## config.mk

```make
export PLATFORM = sky130hd
export DESIGN_NAME = fcs_flash_command_sequencer
export DESIGN_NICKNAME = d
export VERILOG_FILES = /design/src/common/fcs_pkg.sv /design/src/rtl/fcs_flash_command_sequencer.sv
export VERILOG_INCLUDE_DIRS = /design/src /design/src/common
export SDC_FILE = /design/constraint.sdc
export NUM_CORES = 1
export LEC_CHECK = 0
export ABC_CLOCK_PERIOD_IN_PS = 3200
export BUFFER_PORTS_ARGS = -buffer_cell sky130_fd_sc_hd__buf_2
export CELL_PAD_IN_SITES_DETAIL_PLACEMENT = 0
export CELL_PAD_IN_SITES_GLOBAL_PLACEMENT = 1
export CORE_UTILIZATION = 47
export DETAILED_ROUTE_END_ITERATION = 10
export HOLD_SLACK_MARGIN = 0.05
export PLACE_DENSITY_LB_ADDON = 0.1
export SLEW_MARGIN = 40
export SYNTH_ARGS = -nofsm -noshare
export SYNTH_HDL_FRONTEND = slang
export SYNTH_SLANG_ARGS = --single-unit
```

## constraint.sdc

```tcl
create_clock -name core_clk -period 3.2 [get_ports core_clk]
set_input_delay 0.96 -clock core_clk [delete_from_list [all_inputs] [get_ports core_clk]]
set_output_delay 0.96 -clock core_clk [all_outputs]
set_load 0.005 [all_outputs]
```

## src/common/fcs_map.svh

```systemverilog
// register offsets, reset values, field positions and timeout counts
`ifndef FCS_MAP_SVH
`define FCS_MAP_SVH
// ----------------------------------------
// register offsets in extended register space
// ----------------------------------------
`define FCS_OFS_CMD 16'ha020
`define FCS_OFS_DAT 16'ha021
`define FCS_OFS_ADH 16'ha022
`define FCS_OFS_ADL 16'ha023
`define FCS_OFS_SCL 16'ha024
`define FCS_OFS_PLO 16'ha025
`define FCS_OFS_PHI 16'ha026
`define FCS_OFS_ADM 16'ha012
// ----------------------------------------
// reset values
// ----------------------------------------
`define FCS_RST_CMD 8'h80
`define FCS_RST_DAT 8'h00
`define FCS_RST_ADR 8'h00
`define FCS_RST_SCL 8'h25
`define FCS_RST_PLO 8'hff
`define FCS_RST_PHI 8'h00
// ----------------------------------------
// command register fields
// ----------------------------------------
`define FCS_VFY_BIT 7
`define FCS_FAIL_BIT 5
`define FCS_CYC_HI 7
`define FCS_CYC_LO 5
`define FCS_CMD_HI 4
`define FCS_BIT_MRD 4
`define FCS_BIT_ERS 3
`define FCS_BIT_MWR 2
`define FCS_BIT_IRD 1
`define FCS_BIT_IWR 0
// lowest information block byte writable outside writer mode
`define FCS_IFB_USER 8'h40
// ----------------------------------------
// pulse lengths in time-base ticks
// ----------------------------------------
`define FCS_WR_0 14'd55
`define FCS_WR_1 14'd60
`define FCS_WR_2 14'd65
`define FCS_WR_3 14'd69
`define FCS_WR_4 14'd75
`define FCS_WR_5 14'd80
`define FCS_WR_6 14'd85
`define FCS_WR_7 14'd89
`define FCS_ER_0 14'd5435
`define FCS_ER_1 14'd5953
`define FCS_ER_2 14'd6452
`define FCS_ER_3 14'd6897
`define FCS_ER_4 14'd7408
`define FCS_ER_5 14'd7906
`define FCS_ER_6 14'd8404
`define FCS_ER_7 14'd8889
`endif

```

## src/common/fcs_pkg.sv

```systemverilog
// types shared by the flash command sequencer
package fcs_pkg;
   // sequencer states
   typedef enum logic [2:0] {
      ST_IDLE = 3'b000,
      ST_RD_WAIT = 3'b001,
      ST_RD_CAP = 3'b010,
      ST_PULSE = 3'b011,
      ST_VF_WAIT = 3'b100,
      ST_VF_CAP = 3'b101
   } fcs_state_e;
   // request to the flash array
   typedef struct packed {
      logic [16:0] addr;
      logic [7:0] wdata;
      logic information_block;
      logic rd;
      logic prog;
      logic erase;
   } fcs_flash_s;
endpackage : fcs_pkg

```

## src/rtl/fcs_flash_command_sequencer.sv

```systemverilog
// flash command sequencer: registers, checks, pulse timing and verify
`timescale 1ns/1ps
`include "fcs_map.svh"
// Notes on behaviour
// stall cpu while a command runs
// main array sectors are 1024 bytes
// information block is separate 256-byte sector
// read back after write, clear verify on mismatch
// verify flag set again on each command
// fail flag cleared only by new command
// out of range or protected aborts with fail
// software checks fail after each command
// timeout select picks write and erase counts
// software uses timeout select 111 normally
// time base from system clock via scaler
// software sets time base near 2 MHz
// command code decoded one-hot
// other codes not executed, fail set
// outside writer mode, info block writes only at 0x40 to 0xff
// address from three registers, data from port
// erase uses sector bits, clears whole sector
// check protection bounds before erase or write
// fuse area writable only in writer mode
// data port reads last read, writes next byte
// low bound protects zero up to bound
// high bound protects above bound to top
// command write launches, status reads flags
// pulses timed in ticks to selected count
module fcs_flash_command_sequencer (
   // clock and reset
   input wire logic core_clk,
   input wire logic rstn,
   // register port
   input wire logic reg_wr,
   input wire logic reg_rd,
   input wire logic [15:0] reg_addr,
   input wire logic [7:0] reg_wdata,
   output logic [7:0] reg_rdata,
   // cpu hold
   output logic cpu_stall,
   // writer mode pin
   input wire logic writer_mode,
   // flash array
   output fcs_pkg::fcs_flash_s flash_req,
   input wire logic [7:0] flash_rdata
);

   // ----------------------------------------
   // functions
   // ----------------------------------------

   // write pulse length for a timeout code
   function automatic logic [13:0] wr_ticks(input logic [2:0] c);
      case (c)
         3'h0: wr_ticks = `FCS_WR_0;
         3'h1: wr_ticks = `FCS_WR_1;
         3'h2: wr_ticks = `FCS_WR_2;
         3'h3: wr_ticks = `FCS_WR_3;
         3'h4: wr_ticks = `FCS_WR_4;
         3'h5: wr_ticks = `FCS_WR_5;
         3'h6: wr_ticks = `FCS_WR_6;
         default: wr_ticks = `FCS_WR_7;
      endcase
   endfunction : wr_ticks

   // erase pulse length for a timeout code
   function automatic logic [13:0] er_ticks(input logic [2:0] c);
      case (c)
         3'h0: er_ticks = `FCS_ER_0;
         3'h1: er_ticks = `FCS_ER_1;
         3'h2: er_ticks = `FCS_ER_2;
         3'h3: er_ticks = `FCS_ER_3;
         3'h4: er_ticks = `FCS_ER_4;
         3'h5: er_ticks = `FCS_ER_5;
         3'h6: er_ticks = `FCS_ER_6;
         default: er_ticks = `FCS_ER_7;
      endcase
   endfunction : er_ticks

   // page range hits a protected zone
   function automatic logic prot_hit(input logic [8:0] pg_lo,
                                     input logic [8:0] pg_hi,
                                     input logic [7:0] lo_b,
                                     input logic [7:0] hi_b);
      prot_hit = (pg_lo <= {1'b0, lo_b}) || (pg_hi > {1'b0, hi_b});
   endfunction : prot_hit

   // ----------------------------------------
   // registers
   // ----------------------------------------
   fcs_pkg::fcs_state_e state_r; // sequencer state
   fcs_pkg::fcs_flash_s req_r; // array request
   logic [7:0] adm_r; // address top byte
   logic [7:0] adh_r; // address high byte
   logic [7:0] adl_r; // address low byte
   logic [7:0] dwr_r; // byte for next write
   logic [7:0] drd_r; // last byte read
   logic [7:0] scl_r; // time-base scaler
   logic [7:0] plo_r; // low protection bound
   logic [7:0] phi_r; // high protection bound
   logic [4:0] cmd_r; // last command code
   logic [2:0] cyc_r; // latched timeout code
   logic vfy_r; // write verify flag
   logic fail_r; // command fail flag
   logic [7:0] acc_r; // time-base accumulator
   logic [13:0] cnt_r; // ticks in pulse
   logic [13:0] lim_r; // pulse length
   logic [7:0] rdata_r; // read data out
   logic wm_s1_r; // writer mode sync stage 1
   logic wm_s2_r; // writer mode sync stage 2

   // ----------------------------------------
   // decode
   // ----------------------------------------
   wire logic idle = (state_r == fcs_pkg::ST_IDLE);
   wire logic sel_cmd = (reg_addr == `FCS_OFS_CMD);
   wire logic sel_dat = (reg_addr == `FCS_OFS_DAT);
   wire logic sel_adh = (reg_addr == `FCS_OFS_ADH);
   wire logic sel_adl = (reg_addr == `FCS_OFS_ADL);
   wire logic sel_adm = (reg_addr == `FCS_OFS_ADM);
   wire logic sel_scl = (reg_addr == `FCS_OFS_SCL);
   wire logic sel_plo = (reg_addr == `FCS_OFS_PLO);
   wire logic sel_phi = (reg_addr == `FCS_OFS_PHI);
   // writes land only while idle, the cpu is held otherwise
   wire logic wr_ok = reg_wr && idle;
   wire logic launch = wr_ok && sel_cmd;
   wire logic [4:0] code = reg_wdata[`FCS_CMD_HI:0];
   wire logic [2:0] cyc_in = reg_wdata[`FCS_CYC_HI:`FCS_CYC_LO];
   // one-hot command bits
   wire logic c_mrd = (code == 5'h10);
   wire logic c_ers = (code == 5'h08);
   wire logic c_mwr = (code == 5'h04);
   wire logic c_ird = (code == 5'h02);
   wire logic c_iwr = (code == 5'h01);
   wire logic c_ok = c_mrd | c_ers | c_mwr | c_ird | c_iwr;
   // full byte address
   wire logic [16:0] addr = {adm_r[0], adh_r, adl_r};
   // main array is 128k, information block 256 bytes
   wire logic oor_main = |adm_r[7:1];
   wire logic oor_ifb = (|adm_r) | (|adh_r);
   wire logic oor = (c_ird | c_iwr) ? oor_ifb : oor_main;
   // sector of 1024 bytes spans four 256-byte pages
   wire logic [8:0] pg_s = {addr[16:10], 2'b00};
   wire logic [8:0] pg_e = {addr[16:10], 2'b11};
   wire logic p_ers = prot_hit(pg_s, pg_e, plo_r, phi_r);
   wire logic p_wr = prot_hit(addr[16:8], addr[16:8], plo_r, phi_r);
   wire logic prot = (c_ers & p_ers) | (c_mwr & p_wr);
   // manufacturer and fuse bytes need writer mode
   wire logic fuse = c_iwr && (adl_r < `FCS_IFB_USER) && !wm_s2_r;
   wire logic reject = !c_ok || oor || prot || fuse;
   wire logic go = launch && !reject;
   // time-base tick: system clock times (scaler+1)/256
   wire logic [8:0] acc_sum = {1'b0, acc_r} + {1'b0, scl_r} + 9'h001;
   wire logic tick = acc_sum[8];
   wire logic pulse_end = (state_r == fcs_pkg::ST_PULSE) && tick
                          && (cnt_r == lim_r - 14'd1);
   // status read value
   wire logic [7:0] stat = {vfy_r, 1'b0, fail_r, cmd_r};
   wire logic [7:0] rd_mux = sel_cmd ? stat :
                             sel_dat ? drd_r :
                             sel_adh ? adh_r :
                             sel_adl ? adl_r :
                             sel_adm ? adm_r :
                             sel_scl ? scl_r :
                             sel_plo ? plo_r :
                             sel_phi ? phi_r : 8'h00;

   assign cpu_stall = !idle;
   assign flash_req = req_r;
   assign reg_rdata = rdata_r;

   // ----------------------------------------
   // writer mode synchroniser
   // ----------------------------------------
   always_ff @(posedge core_clk or negedge rstn) begin
      if (!rstn) begin
         wm_s1_r <= 1'b0;
         wm_s2_r <= 1'b0;
      end else begin
         wm_s1_r <= writer_mode;
         wm_s2_r <= wm_s1_r;
      end
   end

   // ----------------------------------------
   // software registers
   // ----------------------------------------
   always_ff @(posedge core_clk or negedge rstn) begin
      if (!rstn) begin
         adm_r <= `FCS_RST_ADR;
         adh_r <= `FCS_RST_ADR;
         adl_r <= `FCS_RST_ADR;
         dwr_r <= `FCS_RST_DAT;
         scl_r <= `FCS_RST_SCL;
         plo_r <= `FCS_RST_PLO;
         phi_r <= `FCS_RST_PHI;
         rdata_r <= 8'h00;
      end else begin
         if (wr_ok && sel_adm) adm_r <= reg_wdata;
         if (wr_ok && sel_adh) adh_r <= reg_wdata;
         if (wr_ok && sel_adl) adl_r <= reg_wdata;
         if (wr_ok && sel_dat) dwr_r <= reg_wdata;
         if (wr_ok && sel_scl) scl_r <= reg_wdata;
         if (wr_ok && sel_plo) plo_r <= reg_wdata;
         if (wr_ok && sel_phi) phi_r <= reg_wdata;
         if (reg_rd) rdata_r <= rd_mux;
      end
   end

   // ----------------------------------------
   // result flags
   // ----------------------------------------
   always_ff @(posedge core_clk or negedge rstn) begin
      if (!rstn) begin
         vfy_r <= 1'b1;
         fail_r <= 1'b0;
         cmd_r <= 5'h00;
         cyc_r <= 3'h0;
      end else if (launch) begin
         // a new command restarts both flags
         vfy_r <= 1'b1;
         fail_r <= reject;
         cmd_r <= code;
         cyc_r <= cyc_in;
      end else if (state_r == fcs_pkg::ST_VF_CAP && flash_rdata != req_r.wdata) begin
         vfy_r <= 1'b0;
      end
   end

   // ----------------------------------------
   // sequencer
   // ----------------------------------------
   always_ff @(posedge core_clk or negedge rstn) begin
      if (!rstn) begin
         state_r <= fcs_pkg::ST_IDLE;
         req_r <= '0;
         drd_r <= 8'h00;
         acc_r <= 8'h00;
         cnt_r <= 14'd0;
         lim_r <= 14'd0;
      end else begin
         case (state_r)
            fcs_pkg::ST_IDLE: begin
               acc_r <= 8'h00;
               cnt_r <= 14'd0;
               if (go) begin
                  // erase points at sector base
                  req_r.addr <= c_ers ? {addr[16:10], 10'h000} : addr;
                  req_r.wdata <= dwr_r;
                  req_r.information_block <= c_ird | c_iwr;
                  req_r.rd <= c_mrd | c_ird;
                  req_r.prog <= c_mwr | c_iwr;
                  req_r.erase <= c_ers;
                  lim_r <= c_ers ? er_ticks(cyc_in) : wr_ticks(cyc_in);
                  state_r <= (c_mrd | c_ird) ? fcs_pkg::ST_RD_WAIT : fcs_pkg::ST_PULSE;
               end
            end
            fcs_pkg::ST_RD_WAIT: begin
               // array answers one cycle after the strobe
               req_r.rd <= 1'b0;
               state_r <= fcs_pkg::ST_RD_CAP;
            end
            fcs_pkg::ST_RD_CAP: begin
               drd_r <= flash_rdata;
               state_r <= fcs_pkg::ST_IDLE;
            end
            fcs_pkg::ST_PULSE: begin
               acc_r <= acc_sum[7:0];
               if (tick) cnt_r <= cnt_r + 14'd1;
               if (pulse_end) begin
                  req_r.prog <= 1'b0;
                  req_r.erase <= 1'b0;
                  // writes are read back, erases end here
                  req_r.rd <= req_r.prog;
                  state_r <= req_r.prog ? fcs_pkg::ST_VF_WAIT : fcs_pkg::ST_IDLE;
               end
            end
            fcs_pkg::ST_VF_WAIT: begin
               req_r.rd <= 1'b0;
               state_r <= fcs_pkg::ST_VF_CAP;
            end
            fcs_pkg::ST_VF_CAP: begin
               state_r <= fcs_pkg::ST_IDLE;
            end
            default: begin
               req_r <= '0;
               state_r <= fcs_pkg::ST_IDLE;
            end
         endcase
      end
   end
endmodule : fcs_flash_command_sequencer

```

==> summary.md, run 1 <==
| Metric | Value |
|---|---|
| CP arrival | `3320 ps` |
| Synth Warn # | `0` |
| Power consumption | `4.235 mW` |
| Netlist cell types | `66` |
| Congestion Overflow GR | `0` |
| Tcrit/Tclk final | `94.03%` |
| Clock share of power | `50.7%` |
| Startpoint Class | `register` |
| Vias | `6,825` |
| Post-route DRC | `0` |
| Design area | `9837 sq um` |
| Via density | `5.655` |
| Overall Global Routing Usage | `27.09%` |
| Syn_area_per_cell | `9.496 sq um` |
| Post-synth top flop | `dfrtp_1` |
| Synthesized instance count | `868` |
| Pwr Density | `430.5 nW/um^2` |
| H-tree depth | `4` |
| Gate power share | `4.6%` |
| Syn_nets | `933` |
| Endpoints failing hold | `0` |
| Most common cell after layout, fill and taps aside | `dfrtp_1` |
| Async SR Flop Fraction | `100.0%` |
| Most frequent cells in the layout | `137 x dfrtp_1, 121 x nand2_1, 76 x o21ai_0` |
| Nets | `1,034` |
| CTS max path bufs | `2` |
| Clock Pin Slew Worst Setup and Hold Paths | `70 ps` |
| Pint | `3.223 mW` |
| Clk sinks | `149` |
| Max Slew Vio Count | `0` |
| Top Ports | `75` |
| Port Buffer Count | `74` |
| Final setup vio count | `0` |
| Die width | `134.4 microns` |
| Antenna cells | `0` |
| 1st-iter DRT viols | `477` |
| Max Cap Viol | `0` |
| Initial core utilization | `47.82%` |
| CTS Hold Bufs | `0` |
| DRT antenna net count | `0` |
| Psw | `1.012 mW` |
| Cell Rows | `48` |
| Status | `complete, no violations` |
| Data required, critical path | `3510 ps` |
| Post-layout min period | `3009 ps` |
| CTS tree | `done` |
| Max VDD drop | `0.3793 mV` |
| Dpl hpwl | `17.27 mm` |
| Area Overhead vs Synth | `19.34%` |
| Final Worst Setup Slack | `191.0 ps` |
| FMAX | `332.3 MHz` |
| Sequential share of power | `44.8%` |
| WL final | `23.13 mm` |
| GPL Wtd Cong | `0.9368` |
| Number of flops mapped to enable cells by yosys | `0` |
| Die Ht | `134.4 microns` |
| Number of antenna violations at the first check in global routing | `0` |
| Clock Skews | `10.29 ps` |
| Die footprint | `18,070 sq um` |
| Worst setup EP type | `register` |
| Leak | `4.651 nW` |
| Crit-path max FO | `38` |
| Layout cells sized above 1 | `24.75%` |
| Post-synthesis sequential area ratio | `45.42%` |
| Dpl cell area | `9158 sq um` |
| Unrepaired setup endpoints after global routing | `false` |
| Largest net degree at the start of global routing | `68` |
| Post-Syn Area | `8243 sq um` |
| Number of buffers created by CTS | `17` |
| Mean routed wirelength per cell | `19.16 microns` |
| Worst Tran Pin Value | `660.9 ps` |
| DR pass1 iterations | `5` |
| Setup TNS Final | `0 ps` |
| Synthesized flop and latch total | `149` |
| First-pass GRT wire length | `36.92 mm` |
| Vias in the first global route | `6,795` |
| DP Worst Slack | `-62.17 ps` |
| Root Driver | `clkbuf_16` |
| Core area | `17,240 sq um` |
| Sw Share | `23.89%` |
| Kind of critical path | `register to register` |
| Worst hold path type | `register to register` |
| Slew headroom | `55.94%` |
| Clock Latency Late Sink | `430 ps` |
area by class of cell:
type,count,area [sq um]
Clock buffer,17,425.4
Clock inverter,15,203.9
Fill cell,1528,7400
Inverter,33,123.9
Multi-Input combinational cell,640,4227
Sequential cell,149,3744
Tap cell,225,281.5
Timing Repair Buffer,128,832.0
state kept, by name, indices dropped and copies added, names as in the netlist, 8 cells and up:
register	cells
acc_r	8
drd_r	8
adl_r	8
flash_req	29
dwr_r	8
lim_r	14
phi_r	8
cnt_r	14
scl_r	8
adh_r	8
plo_r	8
adm_r	8
reg_rdata	8
critical path, cell delays in order, from the launching register on:
cell and delay (ps):
dfstp_2 530, inv_1 50, ha_1 310, and4b_1 240
a211o_1 300, a221o_1 300, a32oi_2 330, a211o_1 170
a21boi_4 300, buf_12 230, o21ai_0 120
metal layers:
layer / routed length (microns) / GRT usage [%] / share of wire [%] / vias up
met5: 0 / 0 / 0 / -
li1: - / - / - / 3279
met2: 11480 / 45.45 / 50 / 165
met4: 461 / 8.677 / 2.0 / 0
met1: 10260 / 35.59 / 44 / 3343
met3: 921 / 4.649 / 4.0 / 38
what timing repair did:
item,4_1_cts,5_1_grt
hold endpoints to repair,0,0
setup endpoints to repair,0,25
resized for setup,0,3
buffers inserted,0,4
synth_stat cells (11+ instances only):
library cell | count | area (sq um)
dfrtp_1 | 137 | 3428
nand2_1 | 121 | 454.2
o21ai_0 | 76 | 380.4
nor2_1 | 58 | 217.7
mux2_2 | 55 | 619.3
clkbuf_1 | 37 | 138.9
nand3_1 | 37 | 185.2
xnor2_1 | 35 | 306.5
inv_1 | 33 | 123.9
a21oi_1 | 27 | 135.1
ha_1 | 27 | 337.8
nor3_1 | 15 | 75.07
nand3b_1 | 14 | 105.1
dfstp_2 | 12 | 315.3
nand2b_1 | 12 | 75.07
a31oi_1 | 11 | 68.82
xor2_1 | 11 | 96.34
path summary, 6_finish.rpt:
path	startpoint	to	slack [ps]	depth (start not counted)
setup / recovery	plo_r[7]	flash_req[24]	190	10
hold / removal	wm_s1_r	wm_s2_r	370	0
setup reg to reg	plo_r[7]	flash_req[24]	190	10
hold reg to reg	wm_s1_r	wm_s2_r	370	0
max in group asynchronous	rstn	plo_r[0]	1910	2
min in group asynchronous	rstn	cnt_r[3]	540	1
power by group through the flow:
stage	combinational [mW]	clock, mW	sequential, mW
global route	0.214	2.25	1.90
finish	0.194	2.15	1.90
floorplan	0.0735	0	1.93
detailed placement	0.196	0	1.93
global placement	0.192	0	1.93
CTS	0.196	2.18	1.90
stage by stage:
stage	util, %	hold WS (ps)	cells
after global routing	57.07	375.6	1207
after global placement	53.13	335.8	1171
final	57.07	365.2	1207
after detailed placement	53.13	347.7	1171
after floorplan	-	331.2	868
after CTS	56.78	362.8	1203
kinds of logic after synthesis:
kind of cell	count (synthesis)	synth area share [%]
AO/OA/AOI/OAI	175	12.90
AND/OR/NAND/NOR	331	20.57
adder cells (fa/ha/maj)	28	4.341
flip-flops	149	45.42
XOR/XNOR	46	4.888
multiplexers	60	8.121
buffers and inverters	79	3.764
Note: power is estimated with default switching activity, not from simulation.
==> run 2: changes to the inputs <==
Settings changed: CORE_ASPECT_RATIO set to 0.6, CORE_MARGIN set to 10, SKIP_LAST_GASP set to 1.
==> summary.md, run 2 (synthesized netlist as in run 1, its figures left out) <==
| Metric | Value |
|---|---|
| Clk sinks | `149 (unchanged)` |
| Dpl cell area | `9266 sq um (+1.2%)` |
| Root Driver | `clkbuf_16` |
| CTS Hold Bufs | `0 (unchanged)` |
| Tcrit/Tclk final | `96.98% (+2.9 points)` |
| WHS Path Cells | `0 (unchanged)` |
| Unrepaired setup endpoints after global routing | `true` |
| Data required, critical path | `3490 ps (-20 ps)` |
| Cell Rows | `37 (-23%)` |
| R2r endpoint | `flash_req[2]` |
| Worst setup EP type | `register` |
| Via density | `5.751 (+1.7%)` |
| Max VDD drop | `0.3419 mV (-9.9%)` |
| Number of antenna violations at the first check in global routing | `0 (unchanged)` |
| Dpl cells | `1,193 (+1.9%)` |
| Largest net degree at the start of global routing | `54 (-21%)` |
| CTS max path bufs | `2 (unchanged)` |
| Sw Share | `24.29% (+0.41 points)` |
| Leak | `4.658 nW (+0.14%)` |
| WL final | `25.09 mm (+8.5%)` |
| 1st-iter DRT viols | `743 (+56%)` |
| CP arrival | `3390 ps (+70 ps)` |
| Pwr Density | `408.3 nW/um^2 (-5.2%)` |
| Die width | `191.0 microns (+42%)` |
| Critical R2R Launch | `plo_r[7]` |
| Crit-path max FO | `4 (-89%)` |
| Register-to-Register Path Depth | `11 (+1)` |
| Initial core utilization | `47.99% (+0.17 points)` |
| Dpl hpwl | `19.14 mm (+11%)` |
| Clock Pin Slew Worst Setup and Hold Paths | `70 ps (about the same)` |
| Number of buffers created by CTS | `17 (unchanged)` |
| Max reg flops | `29 (unchanged)` |
| Worst Tran Pin Value | `529.4 ps (-131.5 ps)` |
| Clock Latency Late Sink | `430 ps (about the same)` |
| Startpoint Class | `register` |
| Nets | `1,044 (+0.97%)` |
| GPL Wtd Cong | `0.9125 (-2.6%)` |
| Die footprint | `23,410 sq um (+30%)` |
| Area Overhead vs Synth | `19.90%` |
| H-tree depth | `4 (unchanged)` |
| Max Cap Viol | `0 (unchanged)` |
| Post-route DRC | `0 (unchanged)` |
| Kind of critical path | `register to register` |
| Design area | `9883 sq um (+0.47%)` |
| Beginning of the worst hold path | `wm_s1_r` |
| Core area | `17,180 sq um (-0.36%)` |
| Pint | `3.055 mW (-5.2%)` |
| Overall Global Routing Usage | `21.77% (-5.3 points)` |
| Clock share of power | `48.1% (-2.6 points)` |
| R2r setup slk | `100 ps (-90 ps)` |
| Status | `complete, no violations` |
| Max Slew Vio Count | `0 (unchanged)` |
| Top Ports | `75 (unchanged)` |
| Worst hold path type | `register to register` |
| Gate power share | `4.9% (+0.3 points)` |
| Vias in the first global route | `6,977 (+2.7%)` |
| Port Buffer Count | `74 (unchanged)` |
| Layout cells sized above 1 | `25.71% (+0.96 points)` |
| Post-layout min period | `3103 ps (+94.39 ps)` |
| Power consumption | `4.036 mW (-4.7%)` |
| Endpoints failing hold | `0 (unchanged)` |
| First-pass GRT wire length | `39.66 mm (+7.4%)` |
| CTS tree | `done` |
| Final Core Density | `57.54% (+0.47 points)` |
| Most frequent cells in the layout | `136 x dfrtp_1, 121 x nand2_1, 75 x o21ai_0` |
| Psw | `0.9805 mW (-3.1%)` |
| Clock Skews | `13.82 ps (+3.532 ps)` |
| Congestion Overflow GR | `0 (unchanged)` |
| Setup TNS Final | `0 ps (unchanged)` |
| FMAX | `322.2 MHz (-3.0%)` |
| Hold EP | `wm_s2_r` |
| DR pass1 iterations | `6 (+1)` |
| Die Ht | `122.6 microns (-8.8%)` |
| DRT antenna net count | `0 (unchanged)` |
| Slew headroom | `64.38% (+8.4 points)` |
| Vias | `7,051 (+3.3%)` |
| Mean routed wirelength per cell | `20.46 microns (+6.8%)` |
| Antenna cells | `0 (unchanged)` |
| Sequential share of power | `47.0% (+2.2 points)` |
| Most common cell after layout, fill and taps aside | `dfrtp_1` |
| Final setup vio count | `0 (unchanged)` |
| Post-Layout Cell Count | `1,226 (+1.6%)` |
==> run 2: cell count changes in the layout (fill, tap and decap cells not counted), sizes merged <==
cell / before / now
buf: 128 / 138
bufinv: 3 / 1
clkbuf: 17 / 18
clkinv: 1 / 5
clkinvlp: 1 / 6
inv: 43 / 35
==> run 2: cell type report <==
class / instances / area (sq um)
fill: 1503 / 7292
multi-input combinational: 640 / 4247
sequential: 149 / 3745
timing repair buffer: 138 / 907.1
clock buffer: 18 / 439.2
tap: 234 / 292.8
clock inverter: 14 / 128.9
inverter: 33 / 123.9
==> run 2: worst max-delay path: stages (launching register included) <==
cell,delay (ps)
dfstp_2,540
inv_1,50
ha_1,310
and4b_1,230
and3_1,230
a31oi_1,210
a32oi_2,200
nor4b_1,300
buf_4,170
nand2_1,70
and3_1,170
or4_1,490
==> run 2: routing by layer <==
metal | global-route usage, % | part of all wire, %
met2 | 30.19 | 41
met5 | 0 | 0
met3 | 6.346 | 9.0
met1 | 32.12 | 49
met4 | 5.779 | 1.4
==> run 2: repair_timing <==
action,CTS,global route
pin swaps,1,2
hold endpoints to repair,0,0
endpoints found under the setup margin,1,22
resized for setup,0,8
setup buffers,0,1
==> run 2: stage by stage <==
stage	setup slack [ps]	hold WS (ps)
2_1_floorplan	168.8	331.2
6_report	96.58	379.2
5_1_grt	-22.06	385.6
4_1_cts	12.42	379.8
3_3_place_gp	-26.83	368.4
3_5_place_dp	-74.06	364.4
==> run 2: power groups by stage <==
stage | clock, mW | sequential (mW) | combinational (mW)
final | 1.94 | 1.90 | 0.199
after CTS | 1.96 | 1.90 | 0.199
after floorplan | 0 | 1.93 | 0.0735
after global placement | 0 | 1.93 | 0.195
after detailed placement | 0 | 1.93 | 0.199
after global routing | 2.05 | 1.90 | 0.221
==> run 2: worst max-delay path by stage <==
stage	from	end	slack [ps]	depth (start not counted)
global route	plo_r[7]	flash_req[2]	-20	11
floorplan	reg_addr[10]	flash_req[4]	170	10
finish	plo_r[7]	flash_req[2]	100	11
CTS	scl_r[0]	cnt_r[13]	10	12
global placement	scl_r[0]	flash_req[2]	-30	11
detailed placement	reg_addr[9]	reg_rdata[7]	-70	12
